**config.mk**
```make
export PLATFORM = sky130hd
export DESIGN_NAME = fsw_status
export DESIGN_NICKNAME = d
export VERILOG_FILES = /design/src/verilog/fsw_pkg.sv /design/src/verilog/fsw_status.sv /design/src/verilog/fsw_sync.sv /design/src/verilog/fsw_nvstore.sv
export VERILOG_INCLUDE_DIRS = /design/src /design/src/verilog
export SDC_FILE = /design/constraint.sdc
export NUM_CORES = 1
export LEC_CHECK = 0
export ABC_AREA = 1
export BUFFER_PORTS_ARGS = -buffer_cell sky130_fd_sc_hd__buf_2
export CAP_MARGIN = 20
export CORE_MARGIN = 2
export CORE_UTILIZATION = 65
export CTS_CLUSTER_DIAMETER = 80
export DETAILED_ROUTE_END_ITERATION = 10
export GPL_TIMING_DRIVEN = 1
export PLACE_DENSITY = 0.91
export SLEW_MARGIN = 5
export SYNTH_ARGS = -nofsm -noshare
export SYNTH_HDL_FRONTEND = slang
export SYNTH_HIERARCHICAL = 1
export SYNTH_SLANG_ARGS = --single-unit
```
**constraint.sdc**
```tcl
create_clock -name clk_sys -period 4 [get_ports clk_sys]
set_input_delay 0.8 -clock clk_sys [delete_from_list [all_inputs] [get_ports clk_sys]]
set_output_delay 0.8 -clock clk_sys [all_outputs]
set_load 0.02 [all_outputs]
```
**src/verilog/fsw_cfg.svh**
```systemverilog
// Constants for the flash status and write-protect block.
`ifndef FSW_CFG_SVH
`define FSW_CFG_SVH
`define FSW_OP_WREN     8'h06
`define FSW_OP_WRDI     8'h04
`define FSW_OP_RDSR_LO  8'h05
`define FSW_OP_RDSR_HI  8'h35
`define FSW_OP_WRSR     8'h01
`define FSW_OP_PP       8'h02
`define FSW_OP_SE       8'h20
`define FSW_OP_BE64     8'hD8
`define FSW_OP_BE32     8'h52
`define FSW_OP_CE1      8'hC7
`define FSW_OP_CE2      8'h60
`define FSW_OP_SUSP     8'h75
`define FSW_OP_RESM     8'h7A
`define FSW_OP_DPD      8'hB9
`define FSW_OP_RDPD     8'hAB
`define FSW_OP_SECW     8'h42
`define FSW_B_BUSY      0
`define FSW_B_WPL       1
`define FSW_B_LOCK0     7
`define FSW_B_LOCK1     8
`define FSW_B_QE        9
`define FSW_B_HALT      15
`define FSW_NV_RESET    16'h0000
`define FSW_NV_MASK     16'h03FC
`define FSW_PUW_NS      32'd10000
`define FSW_CLK_NS      32'd10
`define FSW_PUW_CYC     (`FSW_PUW_NS / `FSW_CLK_NS)
`define FSW_WORK_CYC    16'd200
`define FSW_CNT_W       16
`endif

```
**src/verilog/fsw_pkg.sv**
```systemverilog
// Types shared by the flash status and write-protect block.
package fsw_pkg;
	typedef enum logic [2:0] {FSW_IDLE, FSW_OPCODE, FSW_DATA, FSW_IGNORE} fsw_ser_type;
	typedef enum logic [1:0] {FSW_READY, FSW_WORKING} fsw_op_type;
endpackage

```
**src/verilog/fsw_status.sv**
```systemverilog
// Status registers and write protection of a serial flash, driven from the SPI pins.
// What this block does
// - Power-on reset blocks every instruction.
// - Write instructions wait out power-up delay.
// - Write enable sets the write permit latch.
// - Latch clears on power-up and write instructions.
// - Busy set during work; only status read, suspend.
// - Busy clears when work completes.
// - Deep power-down accepts only release instruction.
// - Range bits S4..S2 written by status write.
// - Range bits default to zero.
// - S5 selects top or bottom start.
// - S6 selects sector or block granularity.
// - Lock bits S8,S7 select protection mode.
// - Locks 00: write allowed with latch set.
// - Locks 01, pin low and four-line enable off: refused.
// - Locks 01 and pin high: allowed.
// - Locks 10: refused until power cycle clears.
// - Locks 11: refused until power cycle clears.
// - Suspend sets halted flag; resume clears it.
// - Four-line enable turns pins into data.
// - Write instructions need whole bytes at deselect.
`timescale 1ns/10ps
`include "fsw_cfg.svh"
module fsw_status #(
	parameter int PUW_CYCLES = `FSW_PUW_CYC
) (
	input  wire logic        clk_sys,
	input  wire logic        arst_n,
	input  wire logic        cs_n_pin,
	input  wire logic        sclk_pin,
	input  wire logic        di_pin,
	input  wire logic        wp_n_pin,
	output logic             do_out,
	output logic             do_oe_n,
	output logic [7:0]       status_low,
	output logic [7:0]       status_high,
	output logic             pin_wp_active,
	output logic             pin_io_quad,
	output logic             power_down
);
	logic                  cs_n_s;
	logic                  sclk_s;
	logic                  di_s;
	logic                  wp_n_s;
	logic                  sclk_d_reg;
	logic                  cs_d_reg;
	logic [`FSW_CNT_W-1:0] puw_cnt_reg;
	logic                  puw_done_reg;
	logic [2:0]            bit_cnt_reg;
	logic [7:0]            shift_reg;
	logic [7:0]            opcode_reg;
	logic [4:0]            byte_cnt_reg;
	logic [15:0]           wdata_reg;
	fsw_pkg::fsw_ser_type  ser_reg;
	fsw_pkg::fsw_op_type   op_reg;
	logic [`FSW_CNT_W-1:0] work_cnt_reg;
	logic                  work_is_sr_reg;
	logic [15:0]           work_data_reg;
	logic                  wpl_reg;
	logic                  halt_reg;
	logic                  dpd_reg;
	logic [7:0]            out_sh_reg;
	logic                  out_hi_reg;
	logic [15:0]           nv_q;
	logic                  nv_wr;
	logic                  sclk_rise;
	logic                  sclk_fall;
	logic                  cs_rise;
	logic                  cs_fall;
	logic                  byte_done;
	logic                  whole_bytes;
	logic                  sr_allowed;
	logic                  busy;

	// Pins come from the host's clock domain and pass the three-stage synchroniser.
	fsw_sync u_sync_cs (.clk_sys(clk_sys), .arst_n(arst_n), .init_val(1'b1), .pin_in(cs_n_pin), .level_out(cs_n_s));
	fsw_sync u_sync_ck (.clk_sys(clk_sys), .arst_n(arst_n), .init_val(1'b0), .pin_in(sclk_pin), .level_out(sclk_s));
	fsw_sync u_sync_di (.clk_sys(clk_sys), .arst_n(arst_n), .init_val(1'b0), .pin_in(di_pin), .level_out(di_s));
	fsw_sync u_sync_wp (.clk_sys(clk_sys), .arst_n(arst_n), .init_val(1'b1), .pin_in(wp_n_pin), .level_out(wp_n_s));

	// Non-volatile range, lock and four-line bits live in the store.
	fsw_nvstore u_nv (.clk_sys(clk_sys), .arst_n(arst_n), .wr_en(nv_wr), .wr_data(work_data_reg), .rd_data(nv_q));

	// Edge detection on the synchronised levels.
	always_ff @(posedge clk_sys or negedge arst_n) begin
		if (!arst_n) begin
			sclk_d_reg <= 1'b0;
			cs_d_reg   <= 1'b1;
		end else begin
			sclk_d_reg <= sclk_s;
			cs_d_reg   <= cs_n_s;
		end
	end
	assign sclk_rise = sclk_s & ~sclk_d_reg & ~cs_n_s;
	assign sclk_fall = ~sclk_s & sclk_d_reg & ~cs_n_s;
	assign cs_rise   = cs_n_s & ~cs_d_reg;
	assign cs_fall   = ~cs_n_s & cs_d_reg;
	assign byte_done = sclk_rise && bit_cnt_reg == 3'd7;

	// Power-up write delay; write-type instructions wait for it.
	always_ff @(posedge clk_sys or negedge arst_n) begin
		if (!arst_n) begin
			puw_cnt_reg  <= '0;
			puw_done_reg <= 1'b0;
		end else if (!puw_done_reg) begin
			puw_cnt_reg <= puw_cnt_reg + 1'b1;
			if (puw_cnt_reg >= `FSW_CNT_W'(PUW_CYCLES - 1))
				puw_done_reg <= 1'b1;
		end
	end

	// Bit and byte counting on host clock rises, MSB first.
	always_ff @(posedge clk_sys or negedge arst_n) begin
		if (!arst_n) begin
			bit_cnt_reg  <= 3'd0;
			shift_reg    <= 8'h00;
			byte_cnt_reg <= 5'd0;
		end else if (cs_n_s) begin
			bit_cnt_reg  <= 3'd0;
			byte_cnt_reg <= 5'd0;
		end else if (sclk_rise) begin
			bit_cnt_reg <= bit_cnt_reg + 3'd1;
			shift_reg   <= {shift_reg[6:0], di_s};
			if (bit_cnt_reg == 3'd7 && byte_cnt_reg != 5'd31)
				byte_cnt_reg <= byte_cnt_reg + 5'd1;
		end
	end

	// Frame sequencer: opcode byte, then data bytes, or ignore the rest.
	always_ff @(posedge clk_sys or negedge arst_n) begin
		if (!arst_n) begin
			ser_reg    <= fsw_pkg::FSW_IDLE;
			opcode_reg <= 8'h00;
			wdata_reg  <= 16'h0000;
		end else begin
			case (ser_reg)
				fsw_pkg::FSW_IDLE: begin
					if (cs_fall)
						ser_reg <= fsw_pkg::FSW_OPCODE;
				end
				fsw_pkg::FSW_OPCODE: begin
					if (cs_n_s)
						ser_reg <= fsw_pkg::FSW_IDLE;
					else if (byte_done) begin
						opcode_reg <= {shift_reg[6:0], di_s};
						ser_reg    <= fsw_pkg::FSW_DATA;
					end
				end
				fsw_pkg::FSW_DATA: begin
					if (cs_n_s)
						ser_reg <= fsw_pkg::FSW_IDLE;
					else if (byte_done && byte_cnt_reg == 5'd1)
						wdata_reg[7:0] <= {shift_reg[6:0], di_s};
					else if (byte_done && byte_cnt_reg == 5'd2)
						wdata_reg[15:8] <= {shift_reg[6:0], di_s};
				end
				fsw_pkg::FSW_IGNORE: begin
					if (cs_n_s)
						ser_reg <= fsw_pkg::FSW_IDLE;
				end
				default: ser_reg <= fsw_pkg::FSW_IDLE;
			endcase
		end
	end

	// Write instructions only count when deselected on a byte boundary.
	assign whole_bytes = (bit_cnt_reg == 3'd0);
	assign busy        = (op_reg == fsw_pkg::FSW_WORKING);

	// Lock-mode decision for the status write.
	always_comb begin
		case ({nv_q[`FSW_B_LOCK1], nv_q[`FSW_B_LOCK0]})
			2'b00:   sr_allowed = wpl_reg;
			2'b01:   sr_allowed = wpl_reg & (wp_n_s | nv_q[`FSW_B_QE]);
			2'b10:   sr_allowed = 1'b0;
			default: sr_allowed = 1'b0;
		endcase
	end

	// Instruction execution at deselect; busy gates everything but suspend, power-down everything but release.
	always_ff @(posedge clk_sys or negedge arst_n) begin
		if (!arst_n) begin
			op_reg         <= fsw_pkg::FSW_READY;
			work_cnt_reg   <= '0;
			work_is_sr_reg <= 1'b0;
			work_data_reg  <= 16'h0000;
			wpl_reg        <= 1'b0;
			halt_reg       <= 1'b0;
			dpd_reg        <= 1'b0;
		end else begin
			if (busy) begin
				if (work_cnt_reg == `FSW_WORK_CYC - 16'd1) begin
					op_reg <= fsw_pkg::FSW_READY;
					work_cnt_reg <= '0;
				end else begin
					work_cnt_reg <= work_cnt_reg + 16'd1;
				end
				if (cs_rise && ser_reg == fsw_pkg::FSW_DATA && opcode_reg == `FSW_OP_SUSP) begin
					halt_reg <= 1'b1;
					op_reg   <= fsw_pkg::FSW_READY;
					work_cnt_reg <= '0;
				end
			end else if (cs_rise && ser_reg == fsw_pkg::FSW_DATA && puw_done_reg) begin
				if (dpd_reg) begin
					if (opcode_reg == `FSW_OP_RDPD)
						dpd_reg <= 1'b0;
				end else begin
					case (opcode_reg)
						`FSW_OP_WREN: if (whole_bytes) wpl_reg <= 1'b1;
						`FSW_OP_WRDI: if (whole_bytes) wpl_reg <= 1'b0;
						`FSW_OP_DPD:  dpd_reg <= 1'b1;
						`FSW_OP_RESM: halt_reg <= 1'b0;
						`FSW_OP_WRSR: begin
							if (whole_bytes && sr_allowed && byte_cnt_reg >= 5'd2) begin
								op_reg         <= fsw_pkg::FSW_WORKING;
								work_is_sr_reg <= 1'b1;
								work_data_reg  <= (byte_cnt_reg >= 5'd3) ? wdata_reg
									: {nv_q[15:8], wdata_reg[7:0]};
								wpl_reg        <= 1'b0;
							end
						end
						`FSW_OP_PP, `FSW_OP_SE, `FSW_OP_BE64, `FSW_OP_BE32, `FSW_OP_CE1, `FSW_OP_CE2: begin
							if (whole_bytes && wpl_reg) begin
								op_reg         <= fsw_pkg::FSW_WORKING;
								work_is_sr_reg <= 1'b0;
								wpl_reg        <= 1'b0;
							end
						end
						default: ;
					endcase
				end
			end
		end
	end

	// The store is written once as the status write finishes its busy time.
	assign nv_wr = busy && work_is_sr_reg && work_cnt_reg == `FSW_WORK_CYC - 16'd1;

	// Status bytes: reserved bits read zero, defaults come from the store reset.
	always_ff @(posedge clk_sys or negedge arst_n) begin
		if (!arst_n) begin
			status_low  <= 8'h00;
			status_high <= 8'h00;
		end else begin
			status_low  <= {nv_q[7:2], wpl_reg, busy};
			status_high <= {halt_reg, 5'h00, nv_q[`FSW_B_QE], nv_q[`FSW_B_LOCK1]};
		end
	end

	// Status read shifts out on host clock falls; the byte repeats while selected.
	always_ff @(posedge clk_sys or negedge arst_n) begin
		if (!arst_n) begin
			out_sh_reg <= 8'h00;
			out_hi_reg <= 1'b0;
			do_oe_n    <= 1'b1;
		end else if (cs_n_s || dpd_reg) begin
			do_oe_n <= 1'b1;
		end else if (byte_done && ser_reg == fsw_pkg::FSW_OPCODE) begin
			out_hi_reg <= ({shift_reg[6:0], di_s} == `FSW_OP_RDSR_HI);
			do_oe_n    <= ~({shift_reg[6:0], di_s} == `FSW_OP_RDSR_HI
				|| {shift_reg[6:0], di_s} == `FSW_OP_RDSR_LO);
			out_sh_reg <= ({shift_reg[6:0], di_s} == `FSW_OP_RDSR_HI) ? status_high : status_low;
		end else if (sclk_fall && !do_oe_n) begin
			if (bit_cnt_reg == 3'd0)
				out_sh_reg <= out_hi_reg ? status_high : status_low;
			else
				out_sh_reg <= {out_sh_reg[6:0], 1'b0};
		end
	end
	assign do_out = out_sh_reg[7];

	// Pin function flags for the pad logic.
	assign pin_io_quad   = nv_q[`FSW_B_QE];
	assign pin_wp_active = ~nv_q[`FSW_B_QE] & ~wp_n_s;
	assign power_down    = dpd_reg;

	property p_busy_len;
		@(posedge clk_sys) disable iff (!arst_n)
		$rose(busy) |-> busy [*8];
	endproperty
	a_busy_len: assert property (p_busy_len) else $error("Busy dropped too early.");

	property p_refused;
		@(posedge clk_sys) disable iff (!arst_n)
		(!busy && cs_rise && ser_reg == fsw_pkg::FSW_DATA && opcode_reg == `FSW_OP_WRSR && !sr_allowed)
		|=> !busy;
	endproperty
	a_refused: assert property (p_refused) else $error("Refused status write set busy.");

	property p_lock_perm;
		@(posedge clk_sys) disable iff (!arst_n)
		nv_q[`FSW_B_LOCK1] |-> !sr_allowed;
	endproperty
	a_lock_perm: assert property (p_lock_perm) else $error("Locked status write allowed.");

	property p_hw_lock;
		@(posedge clk_sys) disable iff (!arst_n)
		(nv_q[`FSW_B_LOCK0] && !nv_q[`FSW_B_LOCK1] && !wp_n_s && !nv_q[`FSW_B_QE]) |-> !sr_allowed;
	endproperty
	a_hw_lock: assert property (p_hw_lock) else $error("Write-protect pin ignored.");

	property p_puw;
		@(posedge clk_sys) disable iff (!arst_n)
		!puw_done_reg |=> !wpl_reg;
	endproperty
	a_puw: assert property (p_puw) else $error("Latch set during power-up delay.");

	property p_wpl_clr;
		@(posedge clk_sys) disable iff (!arst_n)
		$rose(busy) |-> !wpl_reg;
	endproperty
	a_wpl_clr: assert property (p_wpl_clr) else $error("Latch not cleared by write.");

	property p_dpd;
		@(posedge clk_sys) disable iff (!arst_n)
		dpd_reg |=> $stable(wpl_reg) && !$rose(busy);
	endproperty
	a_dpd: assert property (p_dpd) else $error("Instruction acted in power-down.");

	property p_done;
		@(posedge clk_sys) disable iff (!arst_n)
		nv_wr |=> !busy;
	endproperty
	a_done: assert property (p_done) else $error("Busy stuck after completion.");

	c_sr_write: cover property (@(posedge clk_sys) disable iff (!arst_n) nv_wr);
	c_suspend:  cover property (@(posedge clk_sys) disable iff (!arst_n) $rose(halt_reg));
	c_dpd:      cover property (@(posedge clk_sys) disable iff (!arst_n) $fell(dpd_reg));
endmodule // fsw_status

```
**src/verilog/fsw_sync.sv**
```systemverilog
// Three-stage input synchroniser with agreement of the last two stages.
`timescale 1ns/10ps
module fsw_sync (
	input  wire logic clk_sys,
	input  wire logic arst_n,
	input  wire logic init_val,
	input  wire logic pin_in,
	output logic      level_out
);
	logic s1_reg;
	logic s2_reg;
	logic s3_reg;

	// The first stage is read only by the second to keep metastability contained.
	always_ff @(posedge clk_sys or negedge arst_n) begin
		if (!arst_n) begin
			s1_reg <= 1'b0;
			s2_reg <= 1'b0;
			s3_reg <= 1'b0;
		end else begin
			s1_reg <= pin_in;
			s2_reg <= s1_reg;
			s3_reg <= s2_reg;
		end
	end

	// Marks which stages already hold a real pin sample, so the reset zeros are never taken as a level.
	logic [2:0] fill_reg;
	always_ff @(posedge clk_sys or negedge arst_n) begin
		if (!arst_n) begin
			fill_reg <= 3'h0;
		end else begin
			fill_reg <= {fill_reg[1:0], 1'b1};
		end
	end

	// The level changes only once the second and third stages agree.
	// Until both stages carry pin samples the idle value is shown, which avoids a false edge after reset.
	logic lvl_reg;
	logic seen_reg;
	always_ff @(posedge clk_sys or negedge arst_n) begin
		if (!arst_n) begin
			lvl_reg  <= 1'b0;
			seen_reg <= 1'b0;
		end else if (fill_reg[2] && s2_reg == s3_reg) begin
			lvl_reg  <= s3_reg;
			seen_reg <= 1'b1;
		end
	end

	assign level_out = seen_reg ? lvl_reg : init_val;
endmodule // fsw_sync

```
**src/verilog/fsw_nvstore.sv**
```systemverilog
// Small store for the non-volatile status bits, read data registered.
`timescale 1ns/10ps
`include "fsw_cfg.svh"
module fsw_nvstore (
	input  wire logic        clk_sys,
	input  wire logic        arst_n,
	input  wire logic        wr_en,
	input  wire logic [15:0] wr_data,
	output logic      [15:0] rd_data
);
	logic [15:0] cell_reg;

	// Cells hold the factory default until written; only documented bits persist.
	always_ff @(posedge clk_sys or negedge arst_n) begin
		if (!arst_n) begin
			cell_reg <= `FSW_NV_RESET;
		end else if (wr_en) begin
			cell_reg <= wr_data & `FSW_NV_MASK | wr_data & (16'h0001 << `FSW_B_LOCK0)
				| wr_data & (16'h0001 << `FSW_B_LOCK1) | wr_data & (16'h0001 << `FSW_B_QE);
		end
	end

	// Read port is a register so the status bytes come from flops.
	always_ff @(posedge clk_sys or negedge arst_n) begin
		if (!arst_n) begin
			rd_data <= `FSW_NV_RESET;
		end else begin
			rd_data <= cell_reg;
		end
	end
endmodule // fsw_nvstore

```
* Yosys cells after proc, flatten, opt, wreduce, memory -nomap -nowiden
Index checks and enable logic that the tools add are counted.
** Word-level totals
- Bits of input ports :: 6
- Output and inout port bits :: 21
- Logic and storage cells :: 219
- Bits in registers :: 160
** Operators by class
- Add/subtract/negate cells :: 4
- Mux-type cells :: 50
- Bitwise operators :: 23
- Reductions and logical operators :: 49
- Equality and inequality tests :: 41
- Order comparisons :: 3
** Operator list (number)
- 8-bit two-way mux :: 5
- 16-bit by 1-bit adder with 16-bit output, second input constant :: 2
- 8-bit by 7-bit == test with 1-bit output, second input constant :: 4
- 8-bit == test, second input constant :: 4
- 16-bit two-way mux :: 2
- 8-bit by 3-bit == test with 1-bit output, second input constant :: 3
- 1-bit two-way mux :: 21
- 1-bit logical AND :: 18
- 3-bit two-way mux :: 6
- 16-bit by 8-bit == test with 1-bit output, second input constant :: 1
- 8-bit by 6-bit == test with 1-bit output, second input constant :: 2
- 16-bit by 10-bit >= comparator with 1-bit output, second input constant :: 1
- 5-bit two-way mux :: 3
- 2-bit two-way mux :: 7
- 2-bit nonzero test :: 7
- 6-bit AND reduction :: 2
- 1-bit NOT :: 11
- 5-bit by 2-bit >= comparator with 1-bit output, second input constant :: 2
- 10-bit two-way mux :: 1
- 2-bit inequality test, second input constant :: 5
- 10-bit bitwise OR :: 1
- 10-bit by 8-bit bitwise OR with 10-bit output :: 1
- 10-bit by 9-bit bitwise OR with 10-bit output :: 1
- 2-bit AND reduction :: 5
- 33 further kinds :: 55

* Logic depth before layout (Yosys ltp)
Gate-level depths: netlist (run 1).
- Depth in word-level cells :: 11
- Depth in mapped cells :: 12
- Mapped depth without buffers :: 12

* Modules after synthesis
The synthesis (run 1) kept the hierarchy.
** By module, submodules not included
- fsw_status :: instances 1, area an instance 5775.5 µm², cells an instance 670, sequential area each 2955.3 µm²
- fsw_sync :: instances 4, area an instance 260.2 µm², cells an instance 22, sequential area each 200.2 µm²
- fsw_nvstore :: instances 1, area an instance 569.3 µm², cells an instance 51, sequential area each 400.4 µm²

* Worst setup path after synthesis (run 1)
Ideal clock, no wire load.
- Path kind :: reg2reg
- Start :: reg bit_cnt_reg[0]
- End :: reg, netlist name work_data_reg[14]
- Arrival time :: 1.499 ns
- Library setup time :: 0.119 ns
- Cell stages (with the launch flop) :: 12
- Data required time :: 3.881 ns
- Setup slack :: 2.382 ns
- Buffers on the path :: 1
- Period minus slack after synthesis :: 1.618 ns
- Path through :: dfrtp_1 -> inv_1 -> ha_1 -> inv_1 -> nor2_1 -> nand2_1 -> nor2_1 -> nand3_1 -> nand3b_4 -> buf_6 -> nand2_1 -> o21ai_2
** RTL lines
- start: declaration :: line fsw_status.sv:50 : logic [2:0] bit_cnt_reg;
- start signal: assignment :: line fsw_status.sv:123 : bit_cnt_reg <= bit_cnt_reg + 3'd1;

* Worst setup path in the final report (run 1)
- Start :: reg bit_cnt_reg[0]
- End :: reg work_is_sr_reg
** On the way
- Cells in the longest elaborated chain, start to end :: 5
- Elaborated cells between the ends (all ways) :: 7
- Classes of those cells :: eq/ne (2); reduce/logical (5)
** RTL lines
- 3-bit zero test (*) :: line fsw_status.sv:168 : assign whole_bytes = (bit_cnt_reg == 3'd0);
- 1-bit logical AND (2 in a row) :: line fsw_status.sv:215 : if (whole_bytes && sr_allowed && byte_cnt_reg >= 5'd2) begin
- 2-bit inequality test (no source line)
- 6-bit AND reduction (no source line) (*)
- end signal: assignment :: line fsw_status.sv:186 : work_is_sr_reg <= 1'b0;
- end signal: assignment :: line fsw_status.sv:217 : work_is_sr_reg <= 1'b1;
- end signal: assignment :: line fsw_status.sv:226 : work_is_sr_reg <= 1'b0;
- end: declaration :: line fsw_status.sv:58 : logic work_is_sr_reg;
Every way passes the cells marked *; elsewhere a longest branch is shown, timed or not.
A chain may end at the register's enable or synchronous reset.

==> impl_metrics.toml, run 1 <==
[place]
routabilityCongestion = 0.925
dp_hpwl_mm = 9.57
port-buffer-count = 21
dp.cells = 890

[cells_and_area]
nFillCells = 643
syn_to_final_growth_pct = 11.5
diodes = 0
mostFrequentLayoutCells = "nand2_1, dfrtp_1, inv_1"
multi_input_area_um2 = 2450
final_common_cell = "nand2_1"
layout.nets = 788
stdcell_count = 921
regArea_um2 = 3760
drive_gt1_share_pct = 11.3

[flow_run]
maxCapViolCount = 0

[global_routing]
grt_overflow = 0
grt_pass1_wl_mm = 24.2
grt_max_degree = 91
grtUsageTotal_pct = 28.0
grt_pass1_vias = 5313
grt_antenna_before_repair = 0

[critical_path]
crit_family = "simple AND/OR/NAND/NOR gates"
crit_path_top_delay_cell = "nor2_1"
critical_path_class = "reg2reg"
cp.required_ns = 4.44
worstSetupStartpointType = "flop"
end_kind = "flop"
crit_arrival_ns = 2.89
crit_path_max_incr_delay_ns = 0.67
path_cells = "inv_1 > ha_1 > inv_1 > nor2_1 > nand2_1 > nor2_1 > nand3_1 > a21oi_2 > nand3_1 > a21boi_1"
r2r_slack_ns = 1.55
path_max_fanout = 14
path_buf_inv = 2

[timing]
maxSlewViolCount = 0
period_needed_ns = 2.45
clock_skew_ns = 0.0141
hold_viol = 0
finalCritPeriodShare_pct = 61.1
rsz0062_at_grt = "no"
finalSetupTns_ns = 0
worstMarginPinSlew_ns = 0.966
max_freq_mhz = 409
holdWs_ns = 0.327
setup_viol = 0
relSlewSlack_pct = 35.1

[clock_tree]
cts_setup_buffers = 0
cts_resized = 0
hold_buffers = 0
h-tree-depth = 4
clk_latency_ns = 0.53
cts_made_buffers = 17
cts_buffer_depth = 2
cts_tree = "built"
clock_sinks = 150
cts-root-buf = "clkbuf_8"
clkTransAtPathRegs_ns = 0.06

[yosys]
yosys_warnings = 6
synth_area_per_cell_um2 = 8.98
netlist_area_um2 = 6680
syn-instance-count = 744

[drt]
first_pass_iters = 7
avgViaCountPerCell = 5.71
dr.first_iter.drc_count = 380
routedWlPerCell_um = 15.5
vias = 5260
drc = 0
ant_nets = 0
wirelength_mm = 14.3

[min_path]
hold_path_class = "in2async"

[die]
die_w_um = 105
rows = 37
die_area_um2 = 11100
die_h_um = 105
io_pins = 27
core_area_um2 = 10100
initial_core_util_pct = 65.9

[power_and_ir_drop]
p_leak_nw = 3.83
power_density_nw_per_um2 = 465
ir_drop_mv = 0.319

[outcome]
status = "complete, no violations"
per-layer routing:
metal	wire [um]	up-vias	share of wire (%)	track usage [%]
met5	0	-	0	0
met4	430	0	3.0	14.0
met3	873	52	6.1	6.49
met2	7520	257	53	48.8
met1	5430	2532	38	32.4
li1	-	2419	-	-
final timing paths:
kind,start,end,cells after the start
worst max-delay path,bit_cnt_reg[0],work_is_sr_reg,10
worst min-delay path,arst_n,work_cnt_reg[12],1
worst max register to register,bit_cnt_reg[0],work_is_sr_reg,10
worst min register to register,u_sync_ck/fill_reg[1],u_sync_ck/fill_reg[2],0
max in group asynchronous,arst_n,do_oe_n,2
min in group clk_sys,u_sync_ck/fill_reg[1],u_sync_ck/fill_reg[2],0
metrics by stage:
stage               util [%]  worst slack, ns  instance area, um2  power [mW]
floorplan                  -             2.39                6710        1.82
global placement        67.8             1.82                6870        1.89
detailed placement      67.8             1.65                6870        1.91
CTS                     73.5             1.63                7450        3.49
global route            73.5             1.36                7450        3.60
finish                  73.5             1.55                7450        3.47
cell type report:
class                           instances  share of cell area [%]
Tap cell                              136                    2.28
Clock inverter                         13                    2.08
Sequential cell                       150                    50.4
Inverter                               97                    4.90
Timing Repair Buffer                   23                    1.70
Clock buffer                           18                    5.74
Multi-Input combinational cell        484                    32.9
worst register-to-register path: cells and delay by family (launching register included):
kind	cells	cell delay, ns
DFF	1	0.38
AOI/OAI and AO/OA	2	0.40
buffers and inverters	2	0.15
and+or+nand+nor	5	1.28
adders and majority gates	1	0.16
power breakdown:
part	leakage, nW	total [mW]	internal (mW)	switching, mW
sequential	1.88	1.62	1.58	0.0420
combinational	1.66	0.271	0.0724	0.199
clock	0.283	1.57	0.959	0.614
Note: power is estimated with default switching activity, not from simulation.
==> run 2, diff against run 1 <==
- ABC_AREA: 1 -> 0
- CORE_UTILIZATION: 65 -> 62
- PLACE_DENSITY: 0.91 -> 0.88
- clock period: 4 -> 2.3 ns (I/O delays scaled with it)
==> impl_metrics.toml, run 2 <==
[die]
die_area_um2 = 11200
io_pins = 27
die_h_um = 106
die_w_um = 106
rows = 37
core_area_um2 = 10200
initial_core_util_pct = 63.0

[cells_and_area]
multi_input_area_um2 = 2580
regArea_um2 = 3760
drive_gt1_share_pct = 21.7
diodes = 0
syn_to_final_growth_pct = 16.1
mostFrequentLayoutCells = "dfrtp_1, nand2_1, nor2_1"
final_common_cell = "dfrtp_1"
nFillCells = 651
layout.nets = 611

[flow_run]
maxCapViolCount = 0

[place]
routabilityCongestion = 0.921
port-buffer-count = 21
dp_hpwl_mm = 8.72

[critical_path]
crit_path_frequent_cell = "mux2_2"
r2r_start = "u_sync_cs/seen_reg"
worstSetupStartpointType = "flop"
path_max_fanout = 15
setup.worst_path.start = "u_sync_cs/seen_reg"
crit_arrival_ns = 2.60
critical_path_class = "reg2reg"
crit_path_max_incr_delay_ns = 0.41
endpoint = "wdata_reg[3]"
r2r-end = "wdata_reg[3]"
rr_worst_depth = 5
end_kind = "flop"
cp.required_ns = 2.71
r2r_slack_ns = 0.11
path_cells = "mux2_2 > buf_4 > nor4b_2 > and3_2 > mux2_2"
crit_path_top_delay_cell = "nor4b_2"

[min_path]
min-delay-start = "wp_n_pin"
hold_path_class = "in2reg"

[drt]
highest_layer = "met4"
wirelength_mm = 13.8
drc = 0
avgViaCountPerCell = 6.01
first_pass_iters = 7
m1WireLength_mm = 5.61
wl_met2_mm = 7.11
dr.first_iter.drc_count = 321
routedWlPerCell_um = 18.6
vias = 4473
ant_nets = 0
met3WireLength_um = 669

[global_routing]
grt_pass1_wl_mm = 23.1
grt_pass1_vias = 4708
grt_antenna_before_repair = 0
grtUsageTotal_pct = 26.6
grt_max_degree = 49
grt_overflow = 0

[power_and_ir_drop]
p_leak_nw = 3.41
ir_drop_mv = 0.606
power_density_nw_per_um2 = 802
total_power_mw = 6.00

[clock_tree]
cts_tree = "built"
cts_buffer_depth = 2
clock_sinks = 150
clk_latency_ns = 0.53
cts_made_buffers = 17
cts-root-buf = "clkbuf_8"
clkTransAtPathRegs_ns = 0.06
h-tree-depth = 4

[outcome]
status = "complete, no violations"

[yosys]
netlist_area_um2 = 6450
syn-instance-count = 548
yosys_warnings = 6
synth_area_per_cell_um2 = 11.8

[timing]
period_needed_ns = 2.19
finalSetupTns_ns = 0
relSlewSlack_pct = 61.9
finalCritPeriodShare_pct = 95.4
holdWs_ns = 0.0326
hold_viol = 0
maxSlewViolCount = 0
worstMarginPinSlew_ns = 0.567
max_freq_mhz = 456
setup_viol = 0
clock_skew_ns = 0.00862
run 2: worst max-delay path, delay by kind of cell (launching register included):
| kind | cells | cell delay [ns] |
|---|---|---|
| muxes | 2 | 0.75 |
| buffers and inverters | 1 | 0.20 |
| DFF | 1 | 0.36 |
| and+or+nand+nor | 2 | 0.76 |
run 2: how the worst min path moves through the flow:
stage / end / cells past startpoint / slack, ns
finish: u_sync_wp/s1_reg / 1 / 0.03
global route: u_sync_cs/s1_reg / 1 / 0.008
CTS: u_sync_cs/s1_reg / 1 / 0.01
detailed placement: status_low[3] / 0 / 0.34
global placement: u_sync_ck/fill_reg[1] / 0 / 0.33
floorplan: bit_cnt_reg[0] / 0 / 0.16
run 2: routing by layer:
metal	global-route usage [%]	up-vias
li1	-	2018
met1	32.9	2249
met2	44.8	161
met3	6.93	45
met4	11.0	0
met5	0	-
run 2: stage by stage:
stage,util (%),worst slack (ns),cells,instance area (um2)
2_1_floorplan,-,0.0940,555,6470
3_3_place_gp,66.8,0.172,712,6830
3_5_place_dp,66.8,0.0533,712,6830
4_1_cts,72.8,0.0493,744,7450
5_1_grt,73.2,-0.0583,744,7480
6_report,73.2,0.105,744,7480
run 2: what timing repair did:
action | in CTS | in global routing
hold buffers | 1 | 0
setup endpoints to repair | 6 | 16
setup buffers | 0 | 0
hold endpoints to repair | 35 | 0
gates resized for setup | 1 | 5
run 2: report_power, final:
part,switching (mW),internal [mW]
logic,0.160,0.130
clock network,1.12,1.73
registers,0.132,2.73
run 2: layout make-up:
class / instances / area share, %
Timing Repair Buffer: 46 / 4.36
Inverter: 12 / 0.602
Tap cell: 136 / 2.27
Clock inverter: 11 / 2.16
Multi-Input combinational cell: 369 / 34.5
Clock buffer: 20 / 5.95
Sequential cell: 150 / 50.2
